### config.mk
export PLATFORM = sky130hd
export DESIGN_NAME = bcc_bus_control
export DESIGN_NICKNAME = d
export VERILOG_FILES = /design/src/hdl/bcc_pkg.sv /design/src/hdl/bcc_bus_control.sv
export SDC_FILE = /design/constraint.sdc
export NUM_CORES = 1
export LEC_CHECK = 0
export BUFFER_PORTS_ARGS = -buffer_cell sky130_fd_sc_hd__clkbuf_2
export CORE_MARGIN = 5
export CORE_UTILIZATION = 48
export DETAILED_ROUTE_END_ITERATION = 6
export GPL_TIMING_DRIVEN = 0
export PLACE_DENSITY = 0.87
export SYNTH_ARGS = -nofsm -noshare
export SYNTH_HDL_FRONTEND = slang
export SYNTH_SLANG_ARGS = --single-unit
### constraint.sdc
create_clock -name ref_clk -period 1.59 [get_ports ref_clk]
set_input_delay 0.3975 -clock ref_clk [delete_from_list [all_inputs] [get_ports ref_clk]]
set_output_delay 0.3975 -clock ref_clk [all_outputs]
set_load 0.05 [all_outputs]
### src/hdl/bcc_pkg.sv
`default_nettype none

package bcc_pkg;

    // =========================================================
    // register map
    localparam logic [7:0] BCC_CTRL_OFS = 8'h00;
    localparam logic [7:0] BCC_STAT_OFS = 8'h04;

    // =========================================================
    // control register layout
    localparam int BCC_BIT_REQ_ACCEPT = 19;
    localparam int BCC_BIT_MUX_SEL = 17;
    localparam int BCC_BIT_DMA_PRIO = 16;
    localparam int BCC_BIT_ADDR_FLOAT = 15;
    localparam int BCC_BIT_STRB_FLOAT = 14;
    localparam int BCC_A0_BURST_LSB = 11;
    localparam int BCC_A5_BURST_LSB = 8;
    localparam int BCC_A6_BURST_LSB = 5;
    localparam int BCC_BURST_W = 3;
    localparam logic [31:0] BCC_CTRL_RESET = 32'h0000_0000;
    localparam logic [31:0] BCC_CTRL_WMASK = 32'h000B_FFE0;

    // =========================================================
    // status register layout
    localparam int BCC_STAT_OWNER_LSB = 0;
    localparam int BCC_STAT_SLAVE = 4;
    localparam int BCC_STAT_A0MUX = 5;
    localparam int BCC_STAT_STRAP_DONE = 6;

    // =========================================================
    // burst codes and access counts
    localparam logic [2:0] BCC_BURST_SRAM = 3'h0;
    localparam logic [2:0] BCC_BURST_4 = 3'h1;
    localparam logic [2:0] BCC_BURST_8 = 3'h2;
    localparam logic [2:0] BCC_BURST_16 = 3'h3;
    localparam logic [2:0] BCC_BURST_32 = 3'h4;
    localparam logic [5:0] BCC_LEN_NONE = 6'h00;
    localparam logic [5:0] BCC_LEN_4 = 6'h04;
    localparam logic [5:0] BCC_LEN_8 = 6'h08;
    localparam logic [5:0] BCC_LEN_16 = 6'h10;
    localparam logic [5:0] BCC_LEN_32 = 6'h20;

    // =========================================================
    // strap capture wait after reset release
    localparam logic [1:0] BCC_STRAP_WAIT = 2'h2;

    // =========================================================
    // bus owner
    typedef enum logic [2:0] {
        OWN_NONE,
        OWN_EXT,
        OWN_PCI,
        OWN_REFRESH,
        OWN_DMA,
        OWN_CPU
    } bcc_owner_type;

endpackage : bcc_pkg

`default_nettype wire

### src/hdl/bcc_bus_control.sv
// Contract
// - slave start: PCI controller requests always accepted
// - slave start: request enable field disregarded
// - bit 19 gates external and PCI requests
// - bit 17 selects multiplexed bus, areas 1-6
// - multiplexed select resets to zero
// - priority off: release, refresh, DMA, CPU
// - priority on: DMA burst blocks release, refresh
// - DMA burst priority resets off
// - bit 15 floats or drives address group; the code uses bit 15 only in standby and floats the group on every release
// - bit 14 floats or drives strobe group
// - area 0 burst code selects SRAM/burst length
// - area 0 multiplexed: ignore its burst field
// - area 5 burst field, same encoding
// - area 5 multiplexed: ignore its burst field
// - area 6 burst field, ignored when multiplexed
// - area 6 burst encoding as area 0
//
// Local design decisions: the placing of the registers and strobed register access.
`default_nettype none

module bcc_bus_control
    import bcc_pkg::*;
#(
    parameter int ADDR_W = 8
) (
    input wire logic ref_clk,
    input wire logic reset_n,
    input wire logic [ADDR_W-1:0] reg_addr,
    input wire logic [31:0] reg_wdata,
    input wire logic reg_wr,
    input wire logic reg_rd,
    output logic [31:0] reg_rdata,
    input wire logic slave_mode_pin,
    input wire logic area0_mux_pin,
    input wire logic pc_card_sel,
    input wire logic ext_bus_req_pin,
    input wire logic pci_bus_req,
    input wire logic refresh_req,
    input wire logic dma_req,
    input wire logic dma_burst_active,
    input wire logic cpu_req,
    input wire logic standby,
    input wire logic bus_access_start,
    output logic ext_bus_grant,
    output logic pci_bus_grant,
    output logic refresh_grant,
    output logic dma_grant,
    output logic cpu_grant,
    output logic addr_group_oe_n,
    output logic strobe_group_oe_n,
    output logic [6:0] area_mux_sel,
    output logic [5:0] area_zero_burst_len,
    output logic [5:0] area_five_burst_len,
    output logic [5:0] area_six_burst_len,
    output logic slave_mode
);

    // =========================================================
    // elaboration checks
    generate
        if (ADDR_W < 3 || ADDR_W > 8) begin : g_bad_addr_w
            $error("bcc_bus_control: ADDR_W must lie in 3..8");
        end
    endgenerate

    localparam logic [ADDR_W-1:0] CTRL_ADDR = ADDR_W'(BCC_CTRL_OFS);
    localparam logic [ADDR_W-1:0] STAT_ADDR = ADDR_W'(BCC_STAT_OFS);

    // =========================================================
    // state
    typedef struct packed {
        logic ext_req_s1;
        logic ext_req_s2;
        logic slave_s1;
        logic slave_s2;
        logic a0mux_s1;
        logic a0mux_s2;
        logic [1:0] strap_cnt;
        logic strap_done;
        logic slave;
        logic a0mux;
        logic [31:0] ctrl;
        logic [31:0] rdata;
        bcc_owner_type owner;
        logic ext_gnt;
        logic pci_gnt;
        logic ref_gnt;
        logic dma_gnt;
        logic cpu_gnt;
        logic addr_oe_n;
        logic strb_oe_n;
        logic [6:0] mux_sel;
        logic [5:0] len0;
        logic [5:0] len5;
        logic [5:0] len6;
    } bcc_state_type;

    bcc_state_type state_q;
    bcc_state_type state_d;

    // reserved burst codes fall back to plain SRAM access
    function automatic logic [5:0] burst_len(input logic [2:0] code);
        logic [5:0] len;
        len = BCC_LEN_NONE;
        unique case (code)
            BCC_BURST_4: len = BCC_LEN_4;
            BCC_BURST_8: len = BCC_LEN_8;
            BCC_BURST_16: len = BCC_LEN_16;
            BCC_BURST_32: len = BCC_LEN_32;
            default: len = BCC_LEN_NONE;
        endcase
        return len;
    endfunction

    // =========================================================
    // next state
    always_comb begin
        logic ext_ok;
        logic pci_ok;
        logic burst_hold;
        logic released;
        logic addr_float;
        logic strb_float;
        logic mux_field;
        logic [2:0] a0_code;
        logic [2:0] a5_code;
        logic [2:0] a6_code;
        bcc_owner_type win;
        ext_ok = 1'b0;
        pci_ok = 1'b0;
        burst_hold = 1'b0;
        released = 1'b0;
        addr_float = 1'b0;
        strb_float = 1'b0;
        mux_field = 1'b0;
        a0_code = BCC_BURST_SRAM;
        a5_code = BCC_BURST_SRAM;
        a6_code = BCC_BURST_SRAM;
        win = OWN_NONE;
        state_d = state_q;

        // synchronisers: first stage feeds only the second
        state_d.ext_req_s1 = ext_bus_req_pin;
        state_d.ext_req_s2 = state_q.ext_req_s1;
        state_d.slave_s1 = slave_mode_pin;
        state_d.slave_s2 = state_q.slave_s1;
        state_d.a0mux_s1 = area0_mux_pin;
        state_d.a0mux_s2 = state_q.a0mux_s1;

        // straps are caught once, after the sync chain has filled
        if (!state_q.strap_done) begin
            if (state_q.strap_cnt == BCC_STRAP_WAIT) begin
                state_d.strap_done = 1'b1;
                state_d.slave = state_q.slave_s2;
                state_d.a0mux = state_q.a0mux_s2;
            end else begin
                state_d.strap_cnt = state_q.strap_cnt + 2'h1;
            end
        end

        // register writes; reserved and read-only bits stay zero
        if (reg_wr && reg_addr == CTRL_ADDR) begin
            state_d.ctrl = reg_wdata & BCC_CTRL_WMASK;
        end

        // register reads, answered in the following cycle
        state_d.rdata = 32'h0000_0000;
        if (reg_rd) begin
            if (reg_addr == CTRL_ADDR) begin
                state_d.rdata = state_q.ctrl;
            end else if (reg_addr == STAT_ADDR) begin
                state_d.rdata[BCC_STAT_OWNER_LSB +: 3] = state_q.owner;
                state_d.rdata[BCC_STAT_SLAVE] = state_q.slave;
                state_d.rdata[BCC_STAT_A0MUX] = state_q.a0mux;
                state_d.rdata[BCC_STAT_STRAP_DONE] = state_q.strap_done;
            end
        end

        // request acceptance
        ext_ok = state_q.slave | state_q.ctrl[BCC_BIT_REQ_ACCEPT];
        pci_ok = state_q.slave | state_q.ctrl[BCC_BIT_REQ_ACCEPT];

        // a running DMA burst keeps the bus only under burst priority
        burst_hold = state_q.ctrl[BCC_BIT_DMA_PRIO] && state_q.owner == OWN_DMA
            && dma_burst_active && dma_req;

        // arbitration, re-evaluated every cycle
        if (burst_hold) begin
            win = OWN_DMA;
        end else if (state_q.ext_req_s2 && ext_ok) begin
            win = OWN_EXT;
        end else if (pci_bus_req && pci_ok) begin
            win = OWN_PCI;
        end else if (refresh_req) begin
            win = OWN_REFRESH;
        end else if (dma_req) begin
            win = OWN_DMA;
        end else if (cpu_req) begin
            win = OWN_CPU;
        end else begin
            win = OWN_NONE;
        end
        state_d.owner = win;
        state_d.ext_gnt = (win == OWN_EXT);
        state_d.pci_gnt = (win == OWN_PCI);
        state_d.ref_gnt = (win == OWN_REFRESH);
        state_d.dma_gnt = (win == OWN_DMA);
        state_d.cpu_gnt = (win == OWN_CPU);

        // pin float control; the address group always yields on release
        // because the new master owns the address lines then
        released = (win == OWN_EXT) || (win == OWN_PCI);
        addr_float = released || (standby && !state_q.ctrl[BCC_BIT_ADDR_FLOAT]);
        strb_float = (released || standby) && !state_q.ctrl[BCC_BIT_STRB_FLOAT];
        state_d.addr_oe_n = addr_float;
        state_d.strb_oe_n = strb_float;

        // access configuration is frozen at each access start so a write
        // never changes the interface in the middle of a bus cycle
        if (bus_access_start) begin
            mux_field = state_q.ctrl[BCC_BIT_MUX_SEL];
            a0_code = state_q.ctrl[BCC_A0_BURST_LSB +: BCC_BURST_W];
            a5_code = state_q.ctrl[BCC_A5_BURST_LSB +: BCC_BURST_W];
            a6_code = state_q.ctrl[BCC_A6_BURST_LSB +: BCC_BURST_W];
            state_d.mux_sel[0] = state_q.a0mux;
            state_d.mux_sel[4:1] = {4{mux_field}};
            // PC card use of areas 5 and 6 overrides mux and burst
            state_d.mux_sel[6:5] = {2{mux_field && !pc_card_sel}};
            if (state_q.a0mux) begin
                state_d.len0 = BCC_LEN_NONE;
            end else begin
                state_d.len0 = burst_len(a0_code);
            end
            if (mux_field || pc_card_sel) begin
                state_d.len5 = BCC_LEN_NONE;
            end else begin
                state_d.len5 = burst_len(a5_code);
            end
            if (mux_field || pc_card_sel) begin
                state_d.len6 = BCC_LEN_NONE;
            end else begin
                state_d.len6 = burst_len(a6_code);
            end
        end
    end

    // =========================================================
    // registers
    always_ff @(posedge ref_clk or negedge reset_n) begin
        if (!reset_n) begin
            state_q.ext_req_s1 <= 1'b0;
            state_q.ext_req_s2 <= 1'b0;
            state_q.slave_s1 <= 1'b0;
            state_q.slave_s2 <= 1'b0;
            state_q.a0mux_s1 <= 1'b0;
            state_q.a0mux_s2 <= 1'b0;
            state_q.strap_cnt <= 2'h0;
            state_q.strap_done <= 1'b0;
            state_q.slave <= 1'b0;
            state_q.a0mux <= 1'b0;
            state_q.ctrl <= BCC_CTRL_RESET;
            state_q.rdata <= 32'h0000_0000;
            state_q.owner <= OWN_NONE;
            state_q.ext_gnt <= 1'b0;
            state_q.pci_gnt <= 1'b0;
            state_q.ref_gnt <= 1'b0;
            state_q.dma_gnt <= 1'b0;
            state_q.cpu_gnt <= 1'b0;
            state_q.addr_oe_n <= 1'b1;
            state_q.strb_oe_n <= 1'b1;
            state_q.mux_sel <= 7'h00;
            state_q.len0 <= BCC_LEN_NONE;
            state_q.len5 <= BCC_LEN_NONE;
            state_q.len6 <= BCC_LEN_NONE;
        end else begin
            state_q <= state_d;
        end
    end

    // =========================================================
    // outputs
    assign reg_rdata = state_q.rdata;
    assign ext_bus_grant = state_q.ext_gnt;
    assign pci_bus_grant = state_q.pci_gnt;
    assign refresh_grant = state_q.ref_gnt;
    assign dma_grant = state_q.dma_gnt;
    assign cpu_grant = state_q.cpu_gnt;
    assign addr_group_oe_n = state_q.addr_oe_n;
    assign strobe_group_oe_n = state_q.strb_oe_n;
    assign area_mux_sel = state_q.mux_sel;
    assign area_zero_burst_len = state_q.len0;
    assign area_five_burst_len = state_q.len5;
    assign area_six_burst_len = state_q.len6;
    assign slave_mode = state_q.slave;

endmodule : bcc_bus_control

`default_nettype wire

==> results <==
- The endpoint identified for the worst register-to-register timing path is area_five_burst_len[3]$_DFFE_PN0P_.
- For this run, design rule violations remaining after detail routing come to 0.
- The worst hold path begins at area0_mux_pin.
- Setup repair after global routing left no endpoint under its margin.
- The worst-case setup slack after placement is -0.185 ns.
- For this run, the share of the core covered by cells in the final layout is 63.4%.
- TritonCTS built the clock tree.
- The initial antenna violation count came to 0.
- Of all nets on the critical path, the largest fanout is 5.
- The floorplan has 28 rows.
- The routed via count is 1,982.
- The netlist uses 40 different library cells.
- The number of register bits inferred by synthesis is 68.
- The count of TritonRoute iterations in the first routing pass is 4.
- The first global-routing pass estimated 9.13 mm of wire.
- The final critical-path required period is 1.54 ns.
- Once the floorplan was initialized, standard cells occupied 50.2% of the core.
- Global routing consumed, over all layers together, 15.4% of the routing resources.
- After clock tree synthesis, the clock-pin slew on the worst setup and hold paths is 0.07 ns.
- In this run the remaining antenna-violating nets after routing total 0.
- The number of nets in the final layout is 406.
- The synthesized netlist occupies a cell area of 3010 sq um.
- The power density normalized to cell area is 1010 nW/um^2.
- The path with the worst hold slack has its endpoint at state_d[104]$_DFF_PN0_.
- Yosys printed 0 warnings.
- The number of antenna cells inserted is 0.
- Once detailed placement completed, the half-perimeter wirelength came to 4.48 mm.
- The largest total area in the synthesized netlist belongs to sky130_fd_sc_hd__dfrtp_1.
- For this block, the routed nets add up to 5.85 mm of wire.
- Among all cell types in the netlist, the one instantiated most often is sky130_fd_sc_hd__dfrtp_1.
- The final hold violation count is 0.
- The die covers 7950 sq um.
- The delay of the slowest cell on the worst path is 0.42 ns.
- Data on the critical path is required at its endpoint by 1.19 ns.
- The fmax is 0.648 GHz.
- The worst slew slack as a fraction of its limit is 39.9%.
- The sort of element at the start of the critical path is a register.
- The number of cells on the worst reg-to-reg path is 3.
- The per-cell via count in the routed design is 4.61.
- The clock passes through at most 2 buffers.
- The share of the synthesized area in the top cell type is 54.9%.
- The count of cells in the finished layout, fillers not included, comes to 430.
- During placement, the flow inserted port buffers numbering 80.
- The largest net degree at the start of global routing is 69.
- Buffers added to address setup during post-CTS repair amount to 0.
- The tool flagged a number of max-cap violations equal to 0.
- The tree is rooted in a sky130_fd_sc_hd__clkbuf_8.
- Cells with a size suffix above 1 make up 51.3% of the layout.
- The number of placed I/O pins is 120.
- After synthesis, the cell types taking the most area are sky130_fd_sc_hd__dfrtp_1 (55%), sky130_fd_sc_hd__buf_4 (14%), sky130_fd_sc_hd__mux2_4 (5.0%), sky130_fd_sc_hd__mux2_2 (3.4%), sky130_fd_sc_hd__a32o_1 (2.7%).
- Hold is met by 0.173 ns.
- On the critical path, the stage with the largest delay is an instance of sky130_fd_sc_hd__dfrtp_1.
- The category of the worst setup path capture point is an output pin.
- In this run, the number of DRC markers left after iteration 0 of detailed routing was 70.
- The flow ran to the end, and the final reports show no timing, DRC or antenna violations.
- Counting tap cells, the placed design contains a total of 414 instances.
- The number of max-slew violations in the final report is 0.
- By count the netlist is led by sky130_fd_sc_hd__dfrtp_1 (66), sky130_fd_sc_hd__buf_4 (58), sky130_fd_sc_hd__nor2_1 (11).
- The final worst setup slack is 0.0464 ns.
- Across all register-to-register paths, the minimum setup slack is 0.17 ns.
- In this run, synthesis inferred 0 flip-flops with an integrated enable.
- The signed area change from the synthesized netlist to the final layout is 26.3%.
- The worst-case IR drop observed on VDD is 553 uV.
- In the synthesized netlist the dominant register cell turns out to be sky130_fd_sc_hd__dfrtp_1.
- For the worst-skew pair, the clock arrives at the later sink with an insertion delay of 0.33 ns.
- The H-tree was split into 3 levels.
- The number of endpoints failing setup at the final stage is 0.
- Of all flip-flops after synthesis, the portion carrying an async set or reset was 100%.
- Summed over all cells, the static leakage comes to 2.13 nW.
- The total number of clock tree sinks is 68.
- Traced cell by cell, the critical path runs through buf_4, buf_2.
- After detailed routing, the average wire length per cell comes to 13.6 um.
- In this run the worst hold path is classified as input pin to register.
- The die span in x is 89.1 um.
- The post-route fraction of the period consumed by the critical path is 97.1%.
- The instance count along the most critical hold path is 1.
- Sequential cells were found to cover 56.7% of the synthesized design area.
- In this run the critical register-to-register path is launched from state_q[84]$_DFFE_PN0P_.
- The area of the core region is 5990 sq um.
- The number of global-route vias before repair is 1,979.
- The congestion estimate from routability-driven global placement came to 0.798.
- After global routing the overflow that remains totals 0.
- At the pin with the least slew margin, the transition time is 0.902 ns.
- For the worst setup path, the data arrival time is 1.15 ns.
- On the critical path the largest part of the delay comes from flip-flops.
- The critical path contains buffers and inverters numbering 2 combined.
- A synthesized cell averages 12.5 sq um.
- In this run the vertical extent of the chip is 89.1 um.
- Between clock sinks in the finished design, the worst skew comes to 0.00610 ns.
- The cell count after synthesis came out at 240.
- The category of the most critical setup path is register to output pin.
- In this run, CTS created clock tree buffers numbering 9.
## worst max-delay path by stage
stage	startpoint	end	slack [ns]	depth (start not counted)
floorplan	reg_addr[5]	state_q[76]$_DFFE_PN0P_	0.08	4
CTS	area_mux_sel[4]$_DFFE_PN0P_	area_mux_sel[1]	0.01	2
global placement	reset_n	area_zero_burst_len[3]$_DFFE_PN0P_	-0.28	1
global route	area_mux_sel[4]$_DFFE_PN0P_	area_mux_sel[1]	0.002	2
detailed placement	reg_addr[5]	state_q[84]$_DFFE_PN0P_	-0.18	5
finish	area_mux_sel[4]$_DFFE_PN0P_	area_mux_sel[1]	0.05	2
## layer usage
metal	up-vias	GRT usage [%]	part of all wire [%]
met4	0	7.04	2.6
met1	950	18.3	38
met2	67	26.4	53
met3	14	3.78	7.0
met5	-	0	0
li1	951	-	-
## power breakdown
| group | switching, mW | internal (mW) | total (mW) |
|---|---|---|---|
| logic | 0.327 | 0.159 | 0.486 |
| registers | 0.0399 | 1.79 | 1.83 |
| clock network | 0.618 | 0.893 | 1.51 |
## what timing repair did
action                     CTS  global route
gates resized for setup      0             4
hold buffers                 0             0
setup endpoints to repair    0             4
## area by class of cell
type                    count  area [sq um]
clock inverters             3          42.5
clock buffers              13           179
repair buffers             80           403
fillers                   487          2190
multi-input cells         118           875
well taps                  75          93.8
inverters                  10          37.5
flip-flops and latches     68          1700
plain buffers              63           462
## registers in the layout, summed over array words and instances (netlist names), 3 cells and up
| name | flops |
|---|---|
| area_five_burst_len | 4 |
| area_mux_sel | 3 |
| area_six_burst_len | 4 |
| area_zero_burst_len | 4 |
| reg_rdata | 18 |
| state_d | 3 |
| state_q | 24 |
## cells by family after synthesis
group | count (synthesis) | synth area share [%]
buf+inv | 73 | 16.6
flops | 68 | 56.7
simple gates | 50 | 10.7
compound gates | 25 | 6.20
mux | 21 | 9.03
fa+ha+maj | 1 | 0.416
other cells | 1 | 0.125
xor+xnor | 1 | 0.291
## placed cells by master, fill, tap and decap left out, types with 2 or more instances in the layout
| cell type | synthesis | final |
|---|---|---|
| sky130_fd_sc_hd__mux2_2 | 9 | 9 |
| sky130_fd_sc_hd__dfrtp_1 | 66 | 66 |
| sky130_fd_sc_hd__conb_1 | 1 | 20 |
| sky130_fd_sc_hd__dfstp_2 | 2 | 2 |
| sky130_fd_sc_hd__a32o_1 | 8 | 8 |
| sky130_fd_sc_hd__nor2_1 | 11 | 11 |
| sky130_fd_sc_hd__and2_1 | 10 | 10 |
| sky130_fd_sc_hd__nor2b_1 | 2 | 2 |
| sky130_fd_sc_hd__nand2_1 | 7 | 7 |
| sky130_fd_sc_hd__nand4b_1 | 2 | 2 |
| sky130_fd_sc_hd__and4_1 | 3 | 3 |
| sky130_fd_sc_hd__mux2_4 | 10 | 10 |
| sky130_fd_sc_hd__clkbuf_8 | 0 | 13 |
| sky130_fd_sc_hd__clkbuf_2 | 0 | 75 |
| sky130_fd_sc_hd__clkbuf_1 | 4 | 4 |
| sky130_fd_sc_hd__nor3_1 | 4 | 4 |
| sky130_fd_sc_hd__buf_2 | 0 | 4 |
| sky130_fd_sc_hd__a21oi_1 | 2 | 2 |
| sky130_fd_sc_hd__o21ai_0 | 8 | 8 |
| sky130_fd_sc_hd__mux2i_1 | 2 | 2 |
| sky130_fd_sc_hd__buf_4 | 58 | 58 |
| sky130_fd_sc_hd__inv_1 | 10 | 10 |
## stage by stage
| stage | instance area [sq um] | power (mW) | setup TNS, ns |
|---|---|---|---|
| after global placement | 3570 | 2.33 | -20.30 |
| after global routing | 3800 | 3.98 | 0 |
| after floorplan | 3080 | 2.20 | 0 |
| after CTS | 3800 | 3.87 | 0 |
| final | 3800 | 3.82 | 0 |
| after detailed placement | 3570 | 2.35 | -2.48 |
Note: power is estimated with default switching activity, not from simulation.
